File: src/design/pah_params.svh
// constants for the peripheral adapter host interface
// assumes inclusion by bare name from design files
`ifndef PAH_PARAMS_SVH
`define PAH_PARAMS_SVH
`define PAH_SEL_DATA_A 2'h0
`define PAH_SEL_CTL_A 2'h1
`define PAH_SEL_DATA_B 2'h2
`define PAH_SEL_CTL_B 2'h3
`define PAH_CR_GATE 0
`define PAH_CR_EDGE 1
`define PAH_CR_ACCESS 2
`define PAH_CR_C2_B3 3
`define PAH_CR_C2_B4 4
`define PAH_CR_C2_MODE 5
`define PAH_CR_FLAG2 6
`define PAH_CR_FLAG1 7
`define PAH_CR_RESET 6'h00
`define PAH_REG_RESET 8'h00
`endif

File: src/design/pah_pkg.sv
// types for the peripheral adapter host interface
// assumes pah_params.svh constants alongside
package pah_pkg;
  typedef struct packed {
    logic [5:0] ctl;
    logic [7:0] ddr;
    logic [7:0] outr;
  } pah_sect_s;
  typedef enum logic [1:0] {
    PAH_IDLE,
    PAH_HIGH
  } pah_phase_e;
endpackage

File: src/design/pah_adapter.sv
// processor-side interface of a two-section peripheral adapter
// assumes enable and all bus inputs synchronous to sys_clk
`timescale 1ns/1ns
`include "pah_params.svh"
module pah_adapter (
  // clock and reset
  input wire logic sys_clk,
  input wire logic rst,
  input wire logic master_clear_n,
  // processor bus
  input wire logic enable,
  input wire logic rd_wr,
  input wire logic sel_hi_a,
  input wire logic sel_hi_b,
  input wire logic sel_lo_n,
  input wire logic reg_pick_0,
  input wire logic reg_pick_1,
  input wire logic [7:0] data_in,
  output logic [7:0] data_out,
  output logic data_oe,
  // interrupt requests, open drain
  output logic int_req_a_n,
  output logic int_req_a_oe,
  output logic int_req_b_n,
  output logic int_req_b_oe,
  // peripheral lines
  input wire logic [7:0] port_a_in,
  input wire logic [7:0] port_b_in,
  output logic [7:0] port_a_out,
  output logic [7:0] port_a_oe,
  output logic [7:0] port_b_out,
  output logic [7:0] port_b_oe,
  input wire logic ctl_in_a,
  input wire logic ctl_in_b,
  input wire logic ctl_io_a_in,
  output logic ctl_io_a_out,
  output logic ctl_io_a_oe,
  input wire logic ctl_io_b_in,
  output logic ctl_io_b_out,
  output logic ctl_io_b_oe
);
  logic e_q;
  logic [7:0] rdata_q;
  logic clr;
  logic selected;
  logic e_fall;
  logic e_rise;
  logic acc;
  logic [1:0] pick;
  logic [1:0] wr_ctl;
  logic [1:0] wr_ddr;
  logic [1:0] wr_out;
  logic [1:0] rd_data;
  logic [1:0] irq_oe;
  logic [1:0] c2_out;
  logic [1:0] c2_oe;
  logic [1:0] c2_in;
  logic [1:0] c1_in;
  logic [1:0] flags [2];
  pah_pkg::pah_sect_s regs [2];
  logic [7:0] rd_mux;

  // true when section s currently exposes its data, not its direction
  function automatic logic data_pick(input logic [5:0] ctl);
    data_pick = ctl[`PAH_CR_ACCESS];
  endfunction

  assign clr = rst | ~master_clear_n;
  assign selected = sel_hi_a & sel_hi_b & ~sel_lo_n;
  // bus acts on the falling edge of enable, sampled at the clock
  assign e_fall = e_q & ~enable;
  assign e_rise = ~e_q & enable;
  assign acc = e_fall & selected;
  assign pick = {reg_pick_1, reg_pick_0};

  genvar s;
  generate
    for (s = 0; s < 2; s++) begin : g_sect
      logic is_data;
      logic is_ctl;
      assign is_data = pick == (s ? `PAH_SEL_DATA_B : `PAH_SEL_DATA_A);
      assign is_ctl = pick == (s ? `PAH_SEL_CTL_B : `PAH_SEL_CTL_A);
      assign wr_ctl[s] = acc & ~rd_wr & is_ctl;
      assign wr_ddr[s] = acc & ~rd_wr & is_data & ~data_pick(regs[s].ctl);
      assign wr_out[s] = acc & ~rd_wr & is_data & data_pick(regs[s].ctl);
      assign rd_data[s] = acc & rd_wr & is_data &
                          data_pick(regs[s].ctl);
      pah_section u_sect (
        .sys_clk(sys_clk),
        .rst(clr),
        .wr_ctl(wr_ctl[s]),
        .wr_ddr(wr_ddr[s]),
        .wr_out(wr_out[s]),
        .rd_data(rd_data[s]),
        .desel_e(e_fall & ~selected),
        .e_high(enable),
        .is_b(s == 1),
        .wdata(data_in),
        .ctl_in(c1_in[s]),
        .ctl_io_in(c2_in[s]),
        .ctl_io_out(c2_out[s]),
        .ctl_io_oe(c2_oe[s]),
        .regs(regs[s]),
        .flags(flags[s]),
        .irq_n_oe(irq_oe[s])
      );
    end
  endgenerate

  assign c1_in = {ctl_in_b, ctl_in_a};
  assign c2_in = {ctl_io_b_in, ctl_io_a_in};

  // port word: inputs from pins, outputs from output register,
  // or the direction register while the access bit is clear
  function automatic logic [7:0] port_word(
      input pah_pkg::pah_sect_s r,
      input logic [7:0] pins);
    if (data_pick(r.ctl)) begin
      port_word = (pins & ~r.ddr) | (r.outr & r.ddr);
    end else begin
      port_word = r.ddr;
    end
  endfunction

  // read decode: flags sit above the six writable control bits
  function automatic logic [7:0] read_word(
      input logic [1:0] p,
      input pah_pkg::pah_sect_s ra,
      input pah_pkg::pah_sect_s rb,
      input logic [1:0] fa,
      input logic [1:0] fb,
      input logic [7:0] pin_a,
      input logic [7:0] pin_b);
    logic [7:0] w;
    w = `PAH_REG_RESET;
    if (p == `PAH_SEL_CTL_A) begin
      w = {fa[0], fa[1], ra.ctl};
    end else if (p == `PAH_SEL_CTL_B) begin
      w = {fb[0], fb[1], rb.ctl};
    end else if (p == `PAH_SEL_DATA_A) begin
      w = port_word(ra, pin_a);
    end else begin
      w = port_word(rb, pin_b);
    end
    read_word = w;
  endfunction

  assign rd_mux = read_word(pick, regs[0], regs[1], flags[0], flags[1],
                            port_a_in, port_b_in);

  // bus driven only during enable high of a selected read
  assign data_oe = enable & selected & rd_wr;
  assign data_out = rdata_q;

  always_ff @(posedge sys_clk) begin
    if (rst) begin
      e_q <= 1'b0;
      rdata_q <= `PAH_REG_RESET;
    end else begin
      e_q <= enable;
      // latched on the clock where the enable rise is seen, so data is steady from then until the next rise
      if (e_rise) rdata_q <= rd_mux;
    end
  end

  assign int_req_a_n = 1'b0;
  assign int_req_b_n = 1'b0;
  assign int_req_a_oe = irq_oe[0];
  assign int_req_b_oe = irq_oe[1];
  assign port_a_out = regs[0].outr;
  assign port_a_oe = regs[0].ddr;
  assign port_b_out = regs[1].outr;
  assign port_b_oe = regs[1].ddr;
  assign ctl_io_a_out = c2_out[0];
  assign ctl_io_a_oe = c2_oe[0];
  assign ctl_io_b_out = c2_out[1];
  assign ctl_io_b_oe = c2_oe[1];
endmodule

File: src/design/pah_section.sv
// one port section: control, direction, output regs, flags, c2 output
// assumes strobes are single-cycle and derived from enable falling edge
`timescale 1ns/1ns
`include "pah_params.svh"
module pah_section (
  // clock and reset
  input wire logic sys_clk,
  input wire logic rst,
  // strobes from bus logic
  input wire logic wr_ctl,
  input wire logic wr_ddr,
  input wire logic wr_out,
  input wire logic rd_data,
  input wire logic desel_e,
  input wire logic e_high,
  input wire logic is_b,
  input wire logic [7:0] wdata,
  // peripheral control lines
  input wire logic ctl_in,
  input wire logic ctl_io_in,
  output logic ctl_io_out,
  output logic ctl_io_oe,
  // state
  output pah_pkg::pah_sect_s regs,
  output logic [1:0] flags,
  output logic irq_n_oe
);
  logic [5:0] ctl_q;
  logic [7:0] ddr_q;
  logic [7:0] out_q;
  logic [1:0] flag_q;
  logic [1:0] allow_q;
  logic [1:0] armed_q;
  logic [1:0] prev_q;
  logic c2_q;
  logic [1:0] line;
  logic [1:0] pol;
  logic [1:0] act_edge;
  logic [1:0] en;
  logic c2_out_mode;
  logic c2_trig;

  assign line = {ctl_io_in, ctl_in};
  assign pol = {ctl_q[`PAH_CR_C2_B4], ctl_q[`PAH_CR_EDGE]};
  assign c2_out_mode = ctl_q[`PAH_CR_C2_MODE];
  // active edge: level now at active polarity, was at inactive
  // both lines may be active at once, so each bit is judged alone
  assign act_edge = (line ~^ pol) & (prev_q ^ pol);
  assign en = {ctl_q[`PAH_CR_C2_B3], ctl_q[`PAH_CR_GATE]};
  assign irq_n_oe = |(flag_q & en & {~c2_out_mode, 1'b1});
  assign flags = flag_q;
  assign regs = '{ctl: ctl_q, ddr: ddr_q, outr: out_q};
  assign c2_trig = is_b ? wr_out : rd_data;
  assign ctl_io_out = c2_q;
  assign ctl_io_oe = c2_out_mode;

  always_ff @(posedge sys_clk) begin
    if (rst) begin
      ctl_q <= `PAH_CR_RESET;
      ddr_q <= `PAH_REG_RESET;
      out_q <= `PAH_REG_RESET;
      flag_q <= 2'h0;
      allow_q <= 2'h0;
      armed_q <= 2'h0;
      prev_q <= 2'h3;
      c2_q <= 1'b0;
    end else begin
      prev_q <= line;
      if (wr_ctl) ctl_q <= wdata[5:0];
      if (wr_ddr) ddr_q <= wdata;
      if (wr_out) out_q <= wdata;
      // armed by an enable high phase seen at the inactive level
      armed_q <= (armed_q & ~act_edge) | ({2{e_high}} & (line ^ pol));
      if (desel_e) allow_q <= 2'h3;
      else if (rd_data) allow_q <= 2'h0;
      // set beats clear: edge in the clearing cycle still lands
      flag_q <= ((rd_data ? 2'h0 : flag_q) |
                 (act_edge & armed_q & allow_q &
                  {~c2_out_mode, 1'b1})) & 2'h3;
      // c2 output: b4=1 manual level b3, else handshake/pulse
      if (!c2_out_mode) c2_q <= 1'b1;
      else if (ctl_q[`PAH_CR_C2_B4]) c2_q <= ctl_q[`PAH_CR_C2_B3];
      else if (c2_trig) c2_q <= 1'b0;
      else if (ctl_q[`PAH_CR_C2_B3] && desel_e) c2_q <= 1'b1;
      else if (!ctl_q[`PAH_CR_C2_B3] && act_edge[0]) c2_q <= 1'b1;
    end
  end
endmodule

File: config.mk
export PLATFORM = sky130hd
export DESIGN_NAME = pah_adapter
export DESIGN_NICKNAME = d
export VERILOG_FILES = /design/src/design/pah_pkg.sv /design/src/design/pah_adapter.sv /design/src/design/pah_section.sv
export VERILOG_INCLUDE_DIRS = /design/src /design/src/design
export SDC_FILE = /design/constraint.sdc
export NUM_CORES = 1
export LEC_CHECK = 0
export BUFFER_PORTS_ARGS = -buffer_cell sky130_fd_sc_hd__buf_2
export CORE_UTILIZATION = 45
export DETAILED_ROUTE_END_ITERATION = 7
export PLACE_DENSITY_LB_ADDON = 0.05
export SYNTH_ARGS = -nofsm -noshare
export SYNTH_HDL_FRONTEND = slang
export SYNTH_SLANG_ARGS = --single-unit
File: constraint.sdc
create_clock -name sys_clk -period 1.4 [get_ports sys_clk]
set_input_delay 0.14 -clock sys_clk [delete_from_list [all_inputs] [get_ports sys_clk]]
set_output_delay 0.14 -clock sys_clk [all_outputs]
set_load 0.01 [all_outputs]
==> results.toml, run 1 <==
[pwr]
total_leakage_power_uw = 0.00198
seqPwrFrac_pct = 50.3
comb_power_share_pct = 7.6
power_density_nw_per_um2 = 999
power_uw = 3990
peakVddDrop_mv = 0.680
p_switching_uw = 952
p_clk_share_pct = 42.1
intPower_uw = 3030
switching_share_pct = 23.9

[global_route]
track_usage_pct = 23.1
grt_pass1_wl_mm = 13.0
grt_overflow_total = 0
grt_max_degree = 27
antenna_found_initial = 0
first_global_vias = 2641

[worst_setup_path]
reg2reg_depth = 5
crit_path_end_kind = "flip-flop"
crit_type = "flip-flop to flip-flop"
worstPathMaxFanout = 6
r2r_setup_slack_ns = 0.04
r2r-start = "e_q"
cp-start-kind = "flip-flop"
critPathRequiredTime_ns = 1.63
r2r_end = "g_sect[0].u_sect.ctl_q[1]"
crit_arrival_ns = 1.58

[detailed_routing]
drt_iter0_markers = 148
viasPerCell = 5.43
num_vias = 2904
wirelength_mm = 8.11
wire_per_inst_um = 15.2
ant_nets = 0
firstDrtPassIters = 6
drc = 0

[cts]
cts_buffer_depth = 2
cts_made_buffers = 9
cts_tree = "done"
postCtsHoldBufs = 0
clk_pin_slew_ns = 0.07
cts.sinks = 69
root_buffer = "clkbuf_8"
htree_num_levels = 3
insertion_delay_ns = 0.34

[finish]
nets = 488
mostFrequentLayoutCell = "buf_2"
area_delta_synth_final_pct = 27.0
instances_no_fill = 535
multi_input_area_um2 = 1600
fin_area_um2 = 3990
n_fill_cell = 623
antenna_cells = 0
register_area_um2 = 1390
final_cell_mix = "buf_2, dfxtp_1, nor2_1"
layout-drive-gt1-share_pct = 30.3

[synthesis]
synthArstFlopShare_pct = 0
syn_inst = 356
yosys_warnings = 0
synth.distinct_cells = 42
synth_area_um2 = 3140
seq_area_frac_synth_pct = 43.9
avgSynthCellArea_um2 = 8.83
synth_flop_cell = "dfxtp_1"
ys_seq_elements = 69
synth_edf_count = 0

[outcome]
status = "completed"

[place]
post_dp_cell_area_um2 = 3740
place_congestion = 0.770
io_buffers = 84
hpwl_mm = 5.96
dp.cells = 518

[floorplanning]
die_h_um = 85.6
coreArea_um2 = 6760
row_count = 30
die_area_um2 = 7320
die_w_um = 85.6
ios = 87
start_util_pct = 46.5

[timing]
setup_viol = 0
finalHoldViolCount = 0
period_minus_slack_ns = 1.36
fin_skew_ns = 0.0100
rsz0062_at_grt = "true"
maxSlewViolCount = 0
max_freq_ghz = 0.736
period_share_pct = 97.0
whs_ns = 0.00134

[hold_path]
hold-path-cell-count = 2
worstHoldStart = "rst"
hold_path.class = "primary input to flip-flop"
worstHoldEndpoint = "e_q"

[run]
cap_violations = 0
## cell families (layout without fill, tap and decap cells)
group                  count (synthesis)  count (layout)  share of synthesized area, %
buffers and inverters                 41             139                          5.77
XOR/XNOR                               2               2                         0.557
AO/OA/AOI/OAI                         77              77                          15.9
multiplexers                          44              44                          14.0
other                                  1               2                         0.119
flip-flops                            69              69                          43.9
AND/OR/NAND/NOR                      122             122                          19.7
## power by group through the flow
stage               sequential, uW  combinational [uW]  clock (uW)
global placement              2050                 297           0
detailed placement            2050                 299           0
global route                  2010                 331        1800
floorplan                     2060                 146           0
finish                        2010                 302        1680
CTS                           2010                 301        1720
## worst max-delay path by stage
| stage | start | to | slack [ns] | cells past startpoint |
|---|---|---|---|---|
| 2_1_floorplan | e_q | g_sect[0].u_sect.ctl_q[0] | 0.13 | 4 |
| 3_3_place_gp | e_q | g_sect[0].u_sect.ddr_q[6] | 0.06 | 5 |
| 3_5_place_dp | e_q | g_sect[0].u_sect.ddr_q[7] | 0.02 | 5 |
| 4_1_cts | e_q | g_sect[0].u_sect.ctl_q[1] | 0.004 | 5 |
| 5_1_grt | e_q | g_sect[0].u_sect.ctl_q[1] | -0.05 | 5 |
| 6_report | e_q | g_sect[0].u_sect.ctl_q[1] | 0.04 | 5 |
## through the flow
step                setup WS (ns)  utilization [%]  setup TNS (ns)
finish                     0.0419             59.1               0
global route              -0.0462             59.1          -0.403
global placement           0.0600             55.4               0
detailed placement         0.0239             55.4               0
CTS                       0.00395             58.5               0
floorplan                   0.130                -               0
## sequential cells by signal, indices dropped and copies added, names as in the netlist, 2 cells and up
register and flops:
g_sect.u_sect.out_q 16, g_sect.u_sect.ctl_io_out 2, g_sect.u_sect.armed_q 4, g_sect.u_sect.ddr_q 16, g_sect.u_sect.ctl_q 12, g_sect.u_sect.prev_q 4, g_sect.u_sect.flags 4, g_sect.u_sect.allow_q 2
data_out 8
## metal layers
layer  GRT usage (%)  up-vias  routed length [um]
met4            8.03        0                 157
met1            30.9     1380                3830
met2            36.8       67                3830
met3            5.39       13                 299
li1                -     1444                   -
met5               0        -                   0
## critical path, cell delays in order, from the launching register on
cell,delay (ns)
dfxtp_2,0.33
nor3b_4,0.19
buf_6,0.15
nand4b_2,0.27
mux2i_1,0.25
nor2_1,0.05
## synth_stat cells, drive strengths merged, types with 2 or more instances
library cell | count | share of area, %
a211oi | 8 | 1.9
a21oi | 26 | 4.1
a22oi | 4 | 0.96
a2bb2oi | 2 | 0.56
a311oi | 6 | 1.7
a31o | 2 | 0.56
a31oi | 8 | 1.6
and3b | 3 | 0.84
buf | 14 | 2.5
clkbuf | 9 | 1.1
dfxtp | 69 | 44
inv | 18 | 2.1
mux2i | 44 | 14
nand2 | 23 | 2.7
nand2b | 7 | 1.4
nand3 | 4 | 0.96
nand3b | 2 | 0.48
nand4 | 4 | 1.0
nand4b | 4 | 1.3
nor2 | 55 | 6.6
nor2b | 7 | 1.4
nor3 | 2 | 0.32
nor3b | 3 | 1.1
nor4 | 2 | 0.40
o21ai | 9 | 1.4
o221ai | 6 | 1.7
o22ai | 3 | 0.60
or2 | 4 | 0.80
xor2 | 2 | 0.56
## timing repair
action	CTS	global route
resized for setup	0	10
buffers inserted	0	1
setup endpoints to repair	0	38
## area by class of cell
class                   instances  area share (%)
multi-input cells             247            40.1
repair buffers                105            15.7
clock buffers                  11            3.79
flip-flops and latches         69            34.7
well taps                      80            2.51
inverters                      18            1.69
clock inverters                 5            1.47
Power figures use the tool's default switching activity.
==> run 2: changes to the inputs <==
Settings changed: CORE_ASPECT_RATIO from default to 1.25.
==> run 2 against run 1 <==
  * Global-route usage increased by 1.1 points
  * Worst setup slack better by 0.022 ns
  * Flip-flop and latch count is the same
  * Clock power is 8% lower
  * Count of clock-buffer cells in the layout grew 1
  * Clock skew decreased by 0.0030 ns
==> results.toml, run 2 (synthesis gave the netlist of run 1 again) <==
[outcome]
status = "completed"

[detailed_routing]
met3WireLength_um = 380
firstDrtPassIters = 4
num_vias = 2891
ant_nets = 0
viasPerCell = 5.29
wl_met1_mm = 3.80
wl_met2_mm = 4.10
wirelength_mm = 8.35
wire_per_inst_um = 15.3
drt_iter0_markers = 157
drc = 0
top_layer = "met4"

[hold_path]
worstHoldEndpoint = "g_sect[0].u_sect.prev_q[1]"
hold-path-cell-count = 2
hold_path.class = "primary input to flip-flop"
worstHoldStart = "ctl_io_a_in"

[timing]
period_minus_slack_ns = 1.34
finalHoldViolCount = 0
period_share_pct = 95.5
maxSlewViolCount = 0
tns_ns = 0
setup_viol = 0
rsz0062_at_grt = "false"
fin_skew_ns = 0.00697
whs_ns = 0.0354
max_freq_ghz = 0.748

[worst_setup_path]
crit_type = "flip-flop to output port"
worstPathMaxFanout = 3
reg2reg_depth = 6
r2r_setup_slack_ns = 0.07
crit_cells = 3
critPathTopFamily = "flip-flops"
cpPeakStageDelay_ns = 0.39
r2r_end = "g_sect[1].u_sect.ddr_q[1]"
critPathSlowestCell = "dfxtp_1"
critPathRequiredTime_ns = 1.26
crit_arrival_ns = 1.20
r2r-start = "e_q"
crit_path_end_kind = "output port"
cp_num_buf_inv = 1
path_cells = "nand2_1 -> o21ai_0 -> buf_2"
cp-start-kind = "flip-flop"

[finish]
area_delta_synth_final_pct = 28.2
instances_no_fill = 547
antenna_cells = 0
fin_area_um2 = 4030
n_fill_cell = 637
top_regs = "g_sect.u_sect.ddr_q x16, g_sect.u_sect.out_q x16, g_sect.u_sect.ctl_q x12"
final_cell_mix = "buf_2, dfxtp_1, nor2_1"
layout-drive-gt1-share_pct = 30.4
mostFrequentLayoutCell = "buf_2"
nets = 495

[floorplanning]
die_h_um = 95.4
row_count = 33
die_area_um2 = 7330
coreArea_um2 = 6650
ios = 87
start_util_pct = 47.3
die_w_um = 76.8

[global_route]
track_usage_pct = 24.2
grt_pass1_wl_mm = 13.4
grt_overflow_total = 0
antenna_found_initial = 0
first_global_vias = 2663
grt_max_degree = 23

[cts]
insertion_delay_ns = 0.34
htree_num_levels = 3
clk_pin_slew_ns = 0.07
cts_tree = "done"
root_buffer = "clkbuf_8"
cts_made_buffers = 9
cts_buffer_depth = 2
cts.sinks = 69

[pwr]
power_density_nw_per_um2 = 959
power_uw = 3870
peakVddDrop_mv = 0.612
total_leakage_power_uw = 0.00201

[place]
dp.cells = 532
place_congestion = 0.786
io_buffers = 84
post_dp_cell_area_um2 = 3800
hpwl_mm = 6.14

[run]
cap_violations = 0
[run 2: cell count changes in the layout (fill, tap and decap cells not counted)]
cell / delta
nand4_4: +1
clkbuf_8: -1
nand3_4: -1
nand4_2: -1
clkinvlp_4: -2
buf_6: +1
dlygate4sd3_1: +1
clkinv_4: -1
nand4b_2: -1
buf_8: -1
clkbuf_1: +2
nand3_2: +1
buf_4: +6
nand4b_4: +1
[run 2: worst max path at each step]
stage	startpoint	end
after floorplan	e_q	g_sect[0].u_sect.ctl_q[0]
after global routing	e_q	g_sect[1].u_sect.ddr_q[3]
after global placement	e_q	g_sect[1].u_sect.ctl_q[4]
after CTS	e_q	g_sect[0].u_sect.ctl_q[4]
after detailed placement	e_q	g_sect[0].u_sect.ctl_q[4]
final	g_sect[0].u_sect.flags[1]	int_req_a_oe
[run 2: area by class of cell]
cell class              count  area [um2]  area share, %
multi-input cells         247        1610           39.9
repair buffers            112         678           16.8
inverters                  18        67.6           1.68
flip-flops and latches     69        1390           34.4
clock inverters             2        35.0          0.869
well taps                  87         109           2.70
clock buffers              12         145           3.60
[run 2: repair_timing]
item / 4_1_cts / 5_1_grt
hold buffers: 1 / 0
endpoints found under the hold margin: 1 / 0
setup endpoints to repair: 0 / 30
gates resized for setup: 0 / 10
setup buffers: 0 / 0
[run 2: report_power, final]
part	switching [uW]	internal [uW]	leakage, uW	total, uW
Clock	695	851	0.0000923	1550
Sequential	18.2	1990	0.000560	2010
Combinational	179	134	0.00136	313
Total	892	2970	0.00201	3870
[run 2: metrics by stage]
step	util (%)	setup WS, ns
5_1_grt	60.6	0.00787
3_5_place_dp	57.2	0.0426
3_3_place_gp	57.2	0.0839
2_1_floorplan	-	0.130
4_1_cts	60.1	0.00813
6_report	60.6	0.0637
[run 2: layer usage]
| layer | GRT usage (%) | vias up |
|---|---|---|
| li1 | - | 1456 |
| met1 | 30.1 | 1353 |
| met2 | 40.6 | 76 |
| met3 | 4.31 | 6 |
| met4 | 11.5 | 0 |
| met5 | 0 | - |
[run 2: worst reg2reg max path: cells and delay by family (launching register included)]
family | cells | cell delay (ns)
buffers and inverters | 2 | 0.35
AND/OR/NAND/NOR | 3 | 0.40
flip-flops | 1 | 0.34
multiplexers | 1 | 0.14
==> run 3: changes to the inputs <==
Settings changed: GPL_TIMING_DRIVEN from default to 0.
==> run 3 against run 2 <==
  * Non-clock buffer count fell by 6
  * Wire length rose by 2.8%
  * Worst setup slack got worse by 0.022 ns
  * Cell count fell by 0.73%
  * First-iteration DRC count fell by 25%
  * Critical endpoint is now data_out[0]
==> results.toml, run 3 (synthesis gave the netlist of run 1 again) <==
[cts]
insertion_delay_ns = 0.34
root_buffer = "clkbuf_8"
htree_num_levels = 3
cts_tree = "done"
cts_made_buffers = 9
cts_buffer_depth = 2
cts.sinks = 69
clk_pin_slew_ns = 0.07

[floorplanning]
ios = 87
die_area_um2 = 7330
coreArea_um2 = 6650
row_count = 33
die_w_um = 76.8
start_util_pct = 47.3
die_h_um = 95.4

[hold_path]
worstHoldEndpoint = "g_sect[1].u_sect.prev_q[1]"
hold_path.class = "primary input to flip-flop"
hold-path-cell-count = 2
worstHoldStart = "ctl_io_b_in"

[timing]
whs_ns = 0.0307
worstMarginPinSlew_ns = 0.742
period_minus_slack_ns = 1.36
fin_skew_ns = 0.00402
max_slew_margin_pct = 50.5
period_share_pct = 97.0
rsz0062_at_grt = "true"
finalHoldViolCount = 0
max_freq_ghz = 0.736
maxSlewViolCount = 0
setup_viol = 0

[run]
cap_violations = 0

[finish]
layout-drive-gt1-share_pct = 28.5
mostFrequentLayoutCell = "buf_2"
nets = 489
fin_area_um2 = 3980
area_delta_synth_final_pct = 26.8
top_regs = "g_sect.u_sect.ddr_q x16, g_sect.u_sect.out_q x16, g_sect.u_sect.ctl_q x12"
antenna_cells = 0
final_cell_mix = "buf_2, dfxtp_1, nor2_1"

[global_route]
grt_overflow_total = 0
grt_max_degree = 12
grt_pass1_wl_mm = 13.4
first_global_vias = 2631
track_usage_pct = 24.5
antenna_found_initial = 0

[worst_setup_path]
r2r_setup_slack_ns = 0.06
crit_path_end_kind = "flip-flop"
r2r_end = "data_out[4]"
cp-start-kind = "primary input"
crit_arrival_ns = 1.63
crit_type = "primary input to flip-flop"
critPathRequiredTime_ns = 1.67
reg2reg_depth = 5
r2r-start = "g_sect[1].u_sect.ctl_q[2]"
worstPathMaxFanout = 8

[detailed_routing]
drc = 0
drt_iter0_markers = 117
wire_per_inst_um = 15.8
num_vias = 2960
viasPerCell = 5.45
firstDrtPassIters = 4
wirelength_mm = 8.58
ant_nets = 0

[place]
post_dp_cell_area_um2 = 3660
place_congestion = 0.832
io_buffers = 81
hpwl_mm = 6.10

[pwr]
peakVddDrop_mv = 0.675
power_uw = 3920
total_leakage_power_uw = 0.00196
power_density_nw_per_um2 = 984

[outcome]
status = "completed"
[run 3: changes by cell type in the layout (fill, tap and decap cells not counted), sizes merged]
cell    change
buf        -16
clkbuf      +9
clkinv      +3
[run 3: area by class of cell]
type / instances / area [um2]
clock inverters: 5 / 50.0
repair buffers: 83 / 435
multi-input cells: 247 / 1650
well taps: 87 / 109
clock buffers: 11 / 141
flip-flops and latches: 69 / 1390
plain buffers: 23 / 144
fillers: 646 / 2660
inverters: 18 / 67.6
[run 3: worst max-delay path by stage]
stage / start / to
floorplan: e_q / g_sect[0].u_sect.ctl_q[0]
global placement: g_sect[1].u_sect.ctl_q[2] / data_out[1]
detailed placement: g_sect[1].u_sect.ctl_q[2] / data_out[0]
CTS: g_sect[1].u_sect.ctl_q[2] / data_out[4]
global route: e_q / g_sect[1].u_sect.ddr_q[6]
finish: rst / data_out[0]
[run 3: layer usage]
metal | vias up | GRT usage [%] | share of wire [%]
met5 | - | 0 | 0
met4 | 0 | 13.9 | 2.1
met3 | 10 | 5.26 | 6.3
met2 | 102 | 39.4 | 48
met1 | 1406 | 30.5 | 44
li1 | 1442 | - | -
[run 3: report_power, final]
part	leakage (uW)	internal (uW)	total (uW)	switching, uW
clock network	0.000103	860	1600	742
logic	0.00129	124	311	187
registers	0.000560	1990	2010	17.2
total	0.00196	2970	3920	947
[run 3: timing repair]
item                                    4_1_cts  5_1_grt
endpoints found under the setup margin       54       34
hold buffers                                  1        0
endpoints found under the hold margin         1        0
setup buffers                                 1        0
pin swaps                                     0        5
gates resized for setup                      13       15
[run 3: critical path: stages]
cell	delay, ns
buf_2	0.11
dlygate4sd3_1	0.56
nor2b_1	0.14
and2_1	0.14
clkbuf_4	0.19
o221ai_1	0.16
o21ai_0	0.18
[run 3: through the flow]
step / setup TNS [ns] / std cells / util (%) / setup WS (ns)
2_1_floorplan: 0 / 357 / - / 0.130
3_3_place_gp: -4.15 / 525 / 55.1 / -0.296
6_report: 0 / 543 / 59.9 / 0.0417
5_1_grt: -0.0379 / 543 / 59.9 / -0.0274
3_5_place_dp: -4.51 / 525 / 55.1 / -0.315
4_1_cts: 0 / 543 / 59.3 / 0.00261
